--- config.mk ---
export PLATFORM = sky130hd
export DESIGN_NAME = wsw_watchdog_sleep
export DESIGN_NICKNAME = d
export VERILOG_FILES = /design/src/wsw_watchdog_sleep.v
export VERILOG_INCLUDE_DIRS = /design/src
export SDC_FILE = /design/constraint.sdc
export NUM_CORES = 1
export LEC_CHECK = 0
export BUFFER_PORTS_ARGS = -buffer_cell sky130_fd_sc_hd__buf_2
export CAP_MARGIN = 40
export CORE_MARGIN = 1
export CORE_UTILIZATION = 37
export DETAILED_ROUTE_END_ITERATION = 8
export PLACE_DENSITY = 0.58
export SLEW_MARGIN = 0
export SYNTH_ARGS = -nofsm -noshare
export SYNTH_HDL_FRONTEND = slang
export SYNTH_SLANG_ARGS = --single-unit
--- constraint.sdc ---
create_clock -name clock_in -period 3.9 [get_ports clock_in]
set_input_delay 0.975 -clock clock_in [delete_from_list [all_inputs] [get_ports clock_in]]
set_output_delay 0.975 -clock clock_in [all_outputs]
set_load 0.005 [all_outputs]
--- src/wsw_consts.vh ---
`ifndef WSW_CONSTS_VH
`define WSW_CONSTS_VH
// register indices; the bus address of each is four times its index
`define WSW_IDX_OPTION 16'h0081
`define WSW_IDX_CONFIG 16'h2007
`define WSW_ADDR_OPTION 16'h0204
`define WSW_ADDR_CONFIG 16'h801c
`define WSW_ADDR_STATUS 16'h0300
`define WSW_ADDR_CTRL 16'h0304
`define WSW_ADDR_WAKEEN 16'h0308
// option register fields
`define WSW_OPT_PSA 3
`define WSW_OPT_PS_HI 2
`define WSW_OPT_PS_LO 0
`define WSW_OPT_RESET 8'hff
// configuration word fields
`define WSW_CFG_WATCHDOG_FUSE_ENABLE 2
`define WSW_CFG_FOSC_HI 1
`define WSW_CFG_FOSC_LO 0
`define WSW_CFG_RESET 8'hff
`define WSW_FOSC_RC 2'h3
// status bits
`define WSW_ST_TO 4
`define WSW_ST_PD 3
// control register bits
`define WSW_CTL_GIE 7
// oscillator start-up: 1024 oscillator periods
`define WSW_OST_TOSC 1024
`define WSW_OST_CYCLES (`WSW_OST_TOSC)
`define WSW_OST_W 11
// watchdog base period in rc ticks (default)
`define WSW_WDT_TICKS 18
`define WSW_WDT_W 18
`define WSW_RC_DIV 16
`define WSW_RC_W 4
`define WSW_VECTOR 16'h0004
`endif

--- src/wsw_watchdog_sleep.v ---
`timescale 1ns/1ps
`include "wsw_consts.vh"
//
// Notes on behaviour
// - watchdog runs from own free-running rc
// - expiry while running forces watchdog reset
// - expiry while asleep wakes and resumes
// - every expiry clears timeout flag bit 4
// - cleared fuse bit disables watchdog permanently
// - option register assigns prescaler, selects ratio
// - clear or sleep resets counter and scaler
// - clear zeroes prescaler only while assigned to watchdog, keeps its assignment
// - sleep clears pd, sets to, stops oscillator
// - pins keep their drive state in sleep
// - wake on master clear, watchdog, interrupt
// - master clear resets, others resume execution
// - pd set at power-up, cleared by sleep
// - only listed peripherals can wake device
// - clock-bound peripherals cannot interrupt in sleep
// - sleep prefetches the following instruction
// - wake needs individual enable, ignores gie
// - gie clear continues, set vectors after prefetch
// - pending interrupt makes sleep a no-op
// - interrupt during sleep completes sleep, wakes
// - crystal modes wait start-up delay, rc none
// - gie is control bit 7, reset clears
module wsw_watchdog_sleep #(
	parameter WDT_TICKS = `WSW_WDT_TICKS
) (
	input wire clock_in,
	input wire arst_n_in,
	// apb slave
	input wire psel_in,
	input wire penable_in,
	input wire pwrite_in,
	input wire [15:0] paddr_in,
	input wire [31:0] pwdata_in,
	output wire pready_out,
	output reg [31:0] prdata_out,
	output wire pslverr_out,
	// core side
	input wire watchdog_clear_instr_in,
	input wire sleep_instr_in,
	input wire [7:0] config_word_in,
	input wire master_clear_n_in,
	input wire ext_int_flag_in,
	input wire portb_change_flag_in,
	input wire [8:0] periph_flag_in,
	input wire [15:0] pc_in,
	input wire [7:0] pins_drive_in,
	input wire [7:0] pins_oe_n_in,
	output reg device_reset_out,
	output reg watchdog_reset_out,
	output reg asleep_out,
	output reg osc_driver_on_out,
	output reg core_run_out,
	output reg vector_out,
	output reg [15:0] vector_addr_out,
	output reg [15:0] prefetch_addr_out,
	output reg [7:0] pins_drive_out,
	output reg [7:0] pins_oe_n_out,
	output reg timeout_flag_n_out,
	output reg powerdown_flag_n_out
);

	// states, one-hot
	localparam ST_RUN = 4'h1;
	localparam ST_SLEEP = 4'h2;
	localparam ST_OST = 4'h4;
	localparam ST_RST = 4'h8;

	reg [3:0] state_reg, state_next; // sleep controller state
	reg [7:0] option_reg; // prescaler option register
	reg [7:0] config_reg; // fuse word, caught after reset release
	reg cfg_loaded_reg; // fuse capture done
	reg gie_reg; // global interrupt enable
	reg [10:0] wake_en_reg; // individual wake enables
	reg [`WSW_RC_W-1:0] rc_div_reg; // internal rc oscillator model
	reg [`WSW_WDT_W-1:0] wdt_cnt_reg; // watchdog base counter
	reg [7:0] psc_cnt_reg; // shared prescaler count
	reg [`WSW_OST_W-1:0] ost_cnt_reg; // start-up delay counter
	reg master_clear_n_s1_reg, master_clear_n_s2_reg; // master clear synchroniser
	reg [10:0] flg_s1_reg, flg_s2_reg; // interrupt flag synchroniser
	reg wake_gie_reg; // gie value latched at wake

	wire rc_tick; // one tick of the rc oscillator
	wire wdt_en; // fuse enable
	wire prescaler_assign; // prescaler on watchdog
	wire [2:0] ps_sel; // prescale ratio select
	wire [7:0] ps_mask; // prescaler terminal mask
	wire base_done; // base period reached
	wire scaler_done; // scaler terminal reached
	wire expiry; // watchdog expires
	wire [10:0] pend_vec; // enabled pending interrupts
	wire pend; // any enabled interrupt pending
	wire wclr; // watchdog clear event
	wire sleep_take; // sleep actually executes
	wire rc_osc; // rc oscillator mode

	// sleep control in brief: run -> sleep on a taken sleep strobe,
	// sleep -> run or start-up on wake, run -> reset pulse on expiry.
	// the start-up state only exists for crystal or resonator fuses;
	// in rc mode the core resumes on the cycle after the wake event.
	// the watchdog keeps counting in every state, so an expiry while
	// asleep is a wake and an expiry while running is a reset.
	// master clear overrides everything and holds the core in reset
	// for as long as the synchronised pin stays low.

	// the rc runs regardless of the core clock gate; it is a divided tick
	// here because the block has one clock
	// limitation: the real rc drifts with supply and temperature, this
	// model ticks at an exact fraction of the system clock, so timeout
	// periods are exact here and only nominal on silicon
	// the divider is never gated by sleep or by the core state
	always @(posedge clock_in or negedge arst_n_in) begin
		if (!arst_n_in) begin
			rc_div_reg <= {`WSW_RC_W{1'b0}};
		end else begin
			rc_div_reg <= rc_div_reg + 1'b1;
		end
	end
	assign rc_tick = (rc_div_reg == {`WSW_RC_W{1'b1}});

	// pin synchronisers; the first stage feeds only the second
	// master clear idles high, so both stages reset high to avoid a
	// false reset pulse right after release
	// interrupt flags cost two cycles of wake latency through here
	always @(posedge clock_in or negedge arst_n_in) begin
		if (!arst_n_in) begin
			master_clear_n_s1_reg <= 1'b1;
			master_clear_n_s2_reg <= 1'b1;
			flg_s1_reg <= 11'h000;
			flg_s2_reg <= 11'h000;
		end else begin
			master_clear_n_s1_reg <= master_clear_n_in;
			master_clear_n_s2_reg <= master_clear_n_s1_reg;
			flg_s1_reg <= {periph_flag_in, portb_change_flag_in,
				ext_int_flag_in};
			flg_s2_reg <= flg_s1_reg;
		end
	end

	assign wdt_en = config_reg[`WSW_CFG_WATCHDOG_FUSE_ENABLE];
	assign prescaler_assign = option_reg[`WSW_OPT_PSA];
	assign ps_sel = option_reg[`WSW_OPT_PS_HI:`WSW_OPT_PS_LO];
	assign ps_mask = (8'h01 << ps_sel) - 8'h01;
	assign rc_osc = (config_reg[`WSW_CFG_FOSC_HI:`WSW_CFG_FOSC_LO]
		== `WSW_FOSC_RC);
	// only listed wake sources reach here; clocked peripherals are not
	// wired in, so nothing clock-bound can wake the core
	assign pend_vec = flg_s2_reg & wake_en_reg;
	assign pend = |pend_vec;
	assign base_done = (wdt_cnt_reg == WDT_TICKS[`WSW_WDT_W-1:0] - 1'b1);
	assign scaler_done = !prescaler_assign || ((psc_cnt_reg & ps_mask) == ps_mask);
	assign expiry = wdt_en && rc_tick && base_done && scaler_done;
	// sleep with a pending enabled interrupt is a no-op
	// an expiry in the same cycle wins: the reset must not leave asleep set
	assign sleep_take = sleep_instr_in && !pend && !expiry &&
		(state_reg == ST_RUN);
	assign wclr = (watchdog_clear_instr_in || sleep_take) &&
		(state_reg == ST_RUN);

	// watchdog counter and shared prescaler
	// the base counter divides rc ticks down to one base period; the
	// prescaler then counts base periods when it is assigned here
	// a clear and an expiry both restart the period from zero
	// the prescaler is only cleared while assigned to the watchdog, so
	// a timer user elsewhere keeps its count across a clear
	// a cleared fuse holds both counters at zero for good
	always @(posedge clock_in or negedge arst_n_in) begin
		if (!arst_n_in) begin
			wdt_cnt_reg <= {`WSW_WDT_W{1'b0}};
			psc_cnt_reg <= 8'h00;
		end else if (!wdt_en || wclr || expiry) begin
			wdt_cnt_reg <= {`WSW_WDT_W{1'b0}};
			if (prescaler_assign) begin
				psc_cnt_reg <= 8'h00;
			end
		end else if (rc_tick) begin
			if (base_done) begin
				wdt_cnt_reg <= {`WSW_WDT_W{1'b0}};
				if (prescaler_assign) begin
					psc_cnt_reg <= psc_cnt_reg + 8'h01;
				end
			end else begin
				wdt_cnt_reg <= wdt_cnt_reg + 1'b1;
			end
		end
	end

	// next-state logic
	// expiry has priority over a sleep strobe in the run state
	// in sleep, either an enabled flag or an expiry ends the nap
	// the start-up state counts a fixed number of cycles and cannot
	// be cut short except by master clear
	// the reset state lasts a single cycle and then runs again
	// any illegal code falls back to run
	always @* begin
		state_next = state_reg;
		case (state_reg)
			ST_RUN: begin
				if (expiry) begin
					state_next = ST_RST;
				end else if (sleep_take) begin
					state_next = ST_SLEEP;
				end
			end
			ST_SLEEP: begin
				// a flag that turns pending after entry, or an expiry, wakes at once
				if (expiry || pend) begin
					state_next = rc_osc ? ST_RUN : ST_OST;
				end
			end
			ST_OST: begin
				if (ost_cnt_reg == `WSW_OST_CYCLES - 1) begin
					state_next = ST_RUN;
				end
			end
			ST_RST: begin
				state_next = ST_RUN;
			end
			default: begin
				state_next = ST_RUN;
			end
		endcase
	end

	// state, flags, outputs
	// all core-facing outputs are registered so the core never sees a
	// glitch from the decode of state and strobes
	// the timeout flag: an expiry in the same cycle as a clear wins,
	// since losing the expiry would hide a watchdog event from software
	// the power-down flag is only set by the power-on reset; master
	// clear keeps both flags so software can tell the cause
	// pin state is copied only while running; sleep and start-up freeze
	// the last drive and enable values
	always @(posedge clock_in or negedge arst_n_in) begin
		if (!arst_n_in) begin
			state_reg <= ST_RUN;
			ost_cnt_reg <= {`WSW_OST_W{1'b0}};
			timeout_flag_n_out <= 1'b1;
			powerdown_flag_n_out <= 1'b1;
			device_reset_out <= 1'b0;
			watchdog_reset_out <= 1'b0;
			asleep_out <= 1'b0;
			osc_driver_on_out <= 1'b1;
			core_run_out <= 1'b1;
			vector_out <= 1'b0;
			vector_addr_out <= 16'h0000;
			prefetch_addr_out <= 16'h0000;
			pins_drive_out <= 8'h00;
			pins_oe_n_out <= 8'hff;
			wake_gie_reg <= 1'b0;
		end else if (!master_clear_n_s2_reg) begin
			// master clear: full reset, flags untouched
			state_reg <= ST_RUN;
			ost_cnt_reg <= {`WSW_OST_W{1'b0}};
			device_reset_out <= 1'b1;
			watchdog_reset_out <= 1'b0;
			asleep_out <= 1'b0;
			osc_driver_on_out <= 1'b1;
			core_run_out <= 1'b0;
			vector_out <= 1'b0;
		end else begin
			state_reg <= state_next;
			device_reset_out <= 1'b0;
			watchdog_reset_out <= 1'b0;
			vector_out <= 1'b0;
			ost_cnt_reg <= (state_reg == ST_OST) ?
				ost_cnt_reg + 1'b1 : {`WSW_OST_W{1'b0}};
			if (expiry) begin
				timeout_flag_n_out <= 1'b0;
			end else if (wclr) begin
				timeout_flag_n_out <= 1'b1;
			end
			if (sleep_take) begin
				powerdown_flag_n_out <= 1'b0;
				prefetch_addr_out <= pc_in + 16'h0001;
				osc_driver_on_out <= 1'b0;
				asleep_out <= 1'b1;
				core_run_out <= 1'b0;
			end
			if (state_reg == ST_RUN) begin
				// pins follow the core only while awake
				pins_drive_out <= pins_drive_in;
				pins_oe_n_out <= pins_oe_n_in;
			end
			if (state_reg == ST_RUN && expiry) begin
				device_reset_out <= 1'b1;
				watchdog_reset_out <= 1'b1;
				core_run_out <= 1'b0;
			end
			if (state_reg == ST_RST) begin
				core_run_out <= 1'b1;
			end
			if (state_reg == ST_SLEEP && state_next != ST_SLEEP) begin
				osc_driver_on_out <= 1'b1;
				wake_gie_reg <= gie_reg && !expiry;
				asleep_out <= 1'b0;
			end
			if ((state_reg == ST_SLEEP || state_reg == ST_OST) &&
				state_next == ST_RUN) begin
				// resume at the prefetched instruction, then vector
				core_run_out <= 1'b1;
				vector_out <= (state_reg == ST_SLEEP) ?
					(gie_reg && !expiry) : wake_gie_reg;
				vector_addr_out <= `WSW_VECTOR;
			end
		end
	end

	// apb registers; zero-wait, always ready
	// every access completes in its first access cycle
	// the error response is combinational and only raised in the
	// access phase, never in setup
	// unmapped writes are dropped and unmapped reads return zero
	// the decode compares full addresses, so aliases are refused too
	assign pready_out = 1'b1;
	assign pslverr_out = psel_in && penable_in &&
		!(paddr_in == `WSW_ADDR_OPTION || paddr_in == `WSW_ADDR_CONFIG ||
		paddr_in == `WSW_ADDR_STATUS || paddr_in == `WSW_ADDR_CTRL ||
		paddr_in == `WSW_ADDR_WAKEEN);

	// register writes; fuse word is captured once after release
	// trade-off: the fuse is sampled a cycle late, so its reset value
	// must enable the watchdog harmlessly for that first cycle
	// global enable is cleared by master clear and by watchdog reset
	// the status flags are read-only through this bus
	always @(posedge clock_in or negedge arst_n_in) begin
		if (!arst_n_in) begin
			option_reg <= `WSW_OPT_RESET;
			config_reg <= `WSW_CFG_RESET;
			cfg_loaded_reg <= 1'b0;
			gie_reg <= 1'b0;
			wake_en_reg <= 11'h000;
		end else begin
			if (!cfg_loaded_reg) begin
				// fuse is read-only afterwards: disable stays permanent
				config_reg <= config_word_in;
				cfg_loaded_reg <= 1'b1;
			end
			if (!master_clear_n_s2_reg || (state_reg == ST_RUN && expiry)) begin
				gie_reg <= 1'b0;
			end else if (psel_in && penable_in && pwrite_in) begin
				case (paddr_in)
					`WSW_ADDR_OPTION: begin
						option_reg <= pwdata_in[7:0];
					end
					`WSW_ADDR_CTRL: begin
						gie_reg <= pwdata_in[`WSW_CTL_GIE];
					end
					`WSW_ADDR_WAKEEN: begin
						wake_en_reg <= pwdata_in[10:0];
					end
					default: begin
					end
				endcase
			end
		end
	end

	// read mux, registered data output
	// data is loaded in the setup cycle and stands through access
	// so the master may sample it at the completing edge
	// it holds its value until the next read setup
	// unused upper bits always read as zero
	always @(posedge clock_in or negedge arst_n_in) begin
		if (!arst_n_in) begin
			prdata_out <= 32'h00000000;
		end else if (psel_in && !penable_in && !pwrite_in) begin
			case (paddr_in)
				`WSW_ADDR_OPTION: prdata_out <= {24'h000000, option_reg};
				`WSW_ADDR_CONFIG: prdata_out <= {24'h000000, config_reg};
				`WSW_ADDR_STATUS: prdata_out <= {27'h0000000,
					timeout_flag_n_out, powerdown_flag_n_out, 3'h0};
				`WSW_ADDR_CTRL: prdata_out <= {24'h000000, gie_reg, 7'h00};
				`WSW_ADDR_WAKEEN: prdata_out <= {21'h000000, wake_en_reg};
				default: prdata_out <= 32'h00000000;
			endcase
		end
	end

endmodule // wsw_watchdog_sleep

After elaboration in Yosys (flattened, before gate mapping)
Index checks and enable logic that the tools add are counted.

Add/sub/neg operators: 6. Equality and inequality tests: 20. Shifts and indexed selects: 1. Muxes and demuxes: 39. Bitwise logic cells: 3. Reductions and logical operators: 50.

Operators with widths (number): 16-bit by 10-bit equality test with 1-bit output, second input constant (4); 11-bit one-hot mux with 5 select lines (1); 18-bit 2-to-1 mux (3); 8-bit 2-to-1 mux (5); 11-bit 2-to-1 mux (2); 1-bit 2-to-1 mux (21); 4-bit 2-to-1 mux (5); 18-bit by 1-bit adder with 18-bit output, second input constant (1); 18-bit by 5-bit equality test with 1-bit output, second input constant (1); 16-bit by 1-bit adder with 16-bit output, second input constant (1); 16-bit equality test, second input constant (1); 1-bit logical AND (16); 4-bit one-hot mux with 3 select lines (1); 2-bit AND reduction (6); 11-bit by 1-bit adder with 11-bit output, second input constant (1); 11-bit AND (1); 11-bit by 10-bit equality test with 1-bit output, second input constant (1); 1-bit logical OR (11); 11-bit OR reduction (1); 2-bit nonzero test (5); 8-bit by 1-bit adder with 8-bit output, second input constant (1); 8-bit AND (1); 4-bit by 1-bit equality test with 1-bit output, second input constant (2); 4-bit equality test, second input constant (2); other kinds (17) (25).

Flip-flop bits (word level): 172. Input port bits: 107. Output and inout bits: 90. Logic and storage cells: 147.

Depth between registers and ports, before layout
Depth after elaboration: 16. Mapped depth: 12.

Worst setup path after synthesis
Ideal clock, no wire load.

Kind: register to register. From: reg option_reg[0]. To: reg prefetch_addr_out[10]. Arrival: 3.180 ns. Required time: 3.775 ns. Slack: 0.595 ns. Stages on the path, launching flop included: 13. Path buffers: 3. Path through: dfstp_2 -> buf_6 -> inv_1 -> or3_1 -> ha_1 -> or4b_4 -> o2111ai_2 -> a2111oi_4 -> a31o_4 -> or3_4 -> buf_6 -> buf_12 -> mux2_4.

Longest elaborated chain between the ends: 10.

Ends and longest elaborated chain: start: declaration (RTL line wsw_watchdog_sleep.v:73) `reg [7:0] option_reg;`; start signal: assignment (RTL line wsw_watchdog_sleep.v:331) `` option_reg <= `WSW_OPT_RESET; ``; start signal: assignment (RTL line wsw_watchdog_sleep.v:347) `option_reg <= pwdata_in[7:0];`; 1-bit by 3-bit << shifter with 8-bit output (*) (RTL line wsw_watchdog_sleep.v:146) `assign ps_mask = (8'h01 << ps_sel) - 8'h01;`; 8-bit by 1-bit subtractor with 8-bit output (*) (RTL line wsw_watchdog_sleep.v:146); 8-bit AND (RTL line wsw_watchdog_sleep.v:154) `assign scaler_done = !prescaler_assign || ((psc_cnt_reg & ps_mask) == ps_mask);`; 8-bit equality test (*) (RTL line wsw_watchdog_sleep.v:154); 1-bit logical OR (*) (RTL line wsw_watchdog_sleep.v:154); 1-bit logical AND (*) (RTL line wsw_watchdog_sleep.v:155) `assign expiry = wdt_en && rc_tick && base_done && scaler_done;`; 1-bit zero test (*) (RTL line wsw_watchdog_sleep.v:158) `assign sleep_take = sleep_instr_in && !pend && !expiry &&`; 1-bit logical AND (*) (2 in series) (RTL line wsw_watchdog_sleep.v:158); 2-bit AND reduction (no source line) (*); end signal: assignment (RTL line wsw_watchdog_sleep.v:278) `prefetch_addr_out <= pc_in + 16'h0001;`; end: declaration (RTL line wsw_watchdog_sleep.v:59) `output reg [15:0] prefetch_addr_out,`.

Every way passes the cells marked *; elsewhere a longest branch is shown, timed or not. A chain may end at the register's enable or synchronous reset.

Worst setup path in the final report
From: reg option_reg[0]. To: reg prefetch_addr_out[8].

Same word-level chain as after synthesis.

==> impl_metrics.env <==
export IMPL_worst_pin_slew_ps=812
export IMPL_outcome="completed"
export IMPL_nFillCells=1657
export IMPL_finalSetupViolCount=0
export IMPL_yosys_warnings=0
export IMPL_p_per_area_nw_per_um2=451
export IMPL_synth_edff_count=0
export IMPL_io_buffers=138
export IMPL_max_cap_violations=0
export IMPL_rows=49
export IMPL_place_congestion=0.803
export IMPL_io_pins=197
export IMPL_clkSlewWorstSetupHoldPaths_ps=60
export IMPL_r2r_cells=9
export IMPL_synth_seq_area_share=0.543
export IMPL_cts_repair_resized=0
export IMPL_ys_ff_latch=150
export IMPL_die_w_um=139
export IMPL_synth_most_common_cell="dfrtp_1"
export IMPL_intPower_mw=2.86
export IMPL_grt_pass1_wl_um=25900
export IMPL_routed_wl_um=15500
export IMPL_htreeDepth=4
export IMPL_totalPowerFinal_mw=3.79
export IMPL_clock_path_buffers=2
export IMPL_switching_power_uw=927
export IMPL_grt_overflow=0
export IMPL_die_area_um2=19400
export IMPL_slew_headroom=0.459
export IMPL_area_growth_pct=20.4
export IMPL_antenna_found_initial=1
export IMPL_dp_slack_ps=471
export IMPL_design_area_um2=8410
export IMPL_cts_made_buffers=17
export IMPL_ant_nets=0
export IMPL_synth_cells=603
export IMPL_worstSetupPathType="reg -> reg"
export IMPL_critPathBufInv=1
export IMPL_finalMaxSlewViolations=0
export IMPL_slowest_stage="dfstp_2"
export IMPL_dp_cells=965
export IMPL_cts_setup_buffers=0
export IMPL_cts_hold_buffers=0
export IMPL_async_reset_ff_frac=1.00
export IMPL_yosysTopAreaCell="dfrtp_1"
export IMPL_synth_distinct_cells=65
export IMPL_rsz0062_at_grt="false"
export IMPL_fin_nets=869
export IMPL_finalWorstSetupSlack_ps=460
export IMPL_required_ps=4200
export IMPL_grt_util_all_layers=0.168
export IMPL_final_util=0.462
export IMPL_grt_max_degree=91
export IMPL_routed_via_count=5012
export IMPL_slowest_delay_ps=620
export IMPL_final_setup_skew_ps=11.3
export IMPL_cpLargestDelayFamily="simple AND/OR/NAND/NOR gates"
export IMPL_route_detailed_wl_per_inst_um=15.6
export IMPL_drive_above_1_share=0.370
export IMPL_drtIter0Drc=262
export IMPL_tns_ps=0
export IMPL_power_leakage_nw=3.95
export IMPL_viasPerCell=5.03
export IMPL_die_h_um=139
export IMPL_synth_top_cells_by_count="dfrtp_1, mux2_2, nor2_1, nand2_1, buf_4"
export IMPL_final_hold_violation_count=0
export IMPL_place_area_um2=7810
export IMPL_drc=0
export IMPL_synth_flop_cell="dfrtp_1"
export IMPL_cts_tree="built"
export IMPL_start_kind="flip-flop"
export IMPL_antenna_cells=0
export IMPL_crit_fanout=17
export IMPL_synth_top_area_share=0.426
export IMPL_cp_cell_sequence="inv_1, or3_1, ha_1, or4b_4, o2111ai_2, a2111oi_4, a31o_4, or3_4, mux2_4"
export IMPL_netlist_area_um2=6980
export IMPL_clock_root_buffer="clkbuf_16"
export IMPL_endpoint_kind="flip-flop"
export IMPL_period_minus_slack_ps=3440
export IMPL_numClockSinks=150
export IMPL_stdcell_count=997
export IMPL_hold_class="reg -> reg"
export IMPL_synth_area_top_cells="dfrtp_1, dfstp_2, mux2_2"
export IMPL_start_util=0.384
export IMPL_core_um2=18200
export IMPL_vdd_drop_max_uv=466
export IMPL_min_path_cells=0
export IMPL_largest_register_ffs=18
export IMPL_switching_share=0.244
export IMPL_worst_ep_arrival_time_ps=3740
export IMPL_pwr_share_comb=0.104
export IMPL_clock_power_share=0.433
export IMPL_syn_area_per_cell_um2=11.6
export IMPL_seqPwrFrac=0.463
export IMPL_max_freq_mhz=291
export IMPL_cp_depth=9
export IMPL_grt_pass1_vias=5127
export IMPL_hpwl_um=11400
export IMPL_drt_pass1_iter_count=6
export IMPL_clk_latency_ps=410
export IMPL_hold_slack_ps=350
export IMPL_fin_crit_sh=0.882
[area by class of cell]
cell class	count	area [µm²]	area share
clock inverters	14	165	0.0196
inverters	12	45.0	0.00536
well taps	229	287	0.0341
repair buffers	149	779	0.0927
flip-flops and latches	150	3790	0.451
clock buffers	18	429	0.0510
multi-input cells	425	2910	0.346
[cells in the final DEF, fill, tap and decap left out, drive strengths merged, types with 6 or more instances in the layout]
cell,n
xnor2,18
a21oi,14
o21ai,19
nor4b,6
and3,19
mux2,59
nand4,7
ha,7
nor2,47
nand3,26
nand2,44
dfrtp,119
conb,38
dfstp,31
nor2b,6
nor3,19
buf,149
xor2,23
clkbuf,18
inv,19
[final timing paths]
| check | to | start | slack (ps) |
|---|---|---|---|
| hold / removal | flg_s2_reg[4] | flg_s1_reg[4] | 350 |
| hold reg to reg | flg_s2_reg[4] | flg_s1_reg[4] | 350 |
| setup / recovery | prefetch_addr_out[8] | option_reg[0] | 460 |
| setup reg to reg | prefetch_addr_out[8] | option_reg[0] | 460 |
| max in group asynchronous | osc_driver_on_out | arst_n_in | 2400 |
| min in group asynchronous | flg_s1_reg[6] | arst_n_in | 620 |
[routing by layer]
metal  share of wire  GRT usage  vias to the layer above
met5         0.00077          0                        -
met4           0.017     0.0526                        2
met3           0.062     0.0526                       21
met2            0.50      0.284                      167
met1            0.42      0.205                     2454
li1                -          -                     2368
[power groups by stage]
stage | combinational [mW] | sequential (mW) | clock [mW]
3_5_place_dp | 0.399 | 1.79 | 0
5_1_grt | 0.435 | 1.77 | 1.77
4_1_cts | 0.400 | 1.76 | 1.68
2_1_floorplan | 0.211 | 1.78 | 0
3_3_place_gp | 0.390 | 1.78 | 0
6_report | 0.393 | 1.76 | 1.64
[kinds of logic after synthesis]
family | after synthesis | share of synthesized area
compound gates | 78 | 0.0862
xor+xnor | 41 | 0.0514
fa+ha+maj | 7 | 0.0125
buf+inv | 64 | 0.0597
flops | 150 | 0.543
mux | 61 | 0.102
other cells | 2 | 0.00108
simple gates | 200 | 0.144
Note: power is estimated with default switching activity, not from simulation.
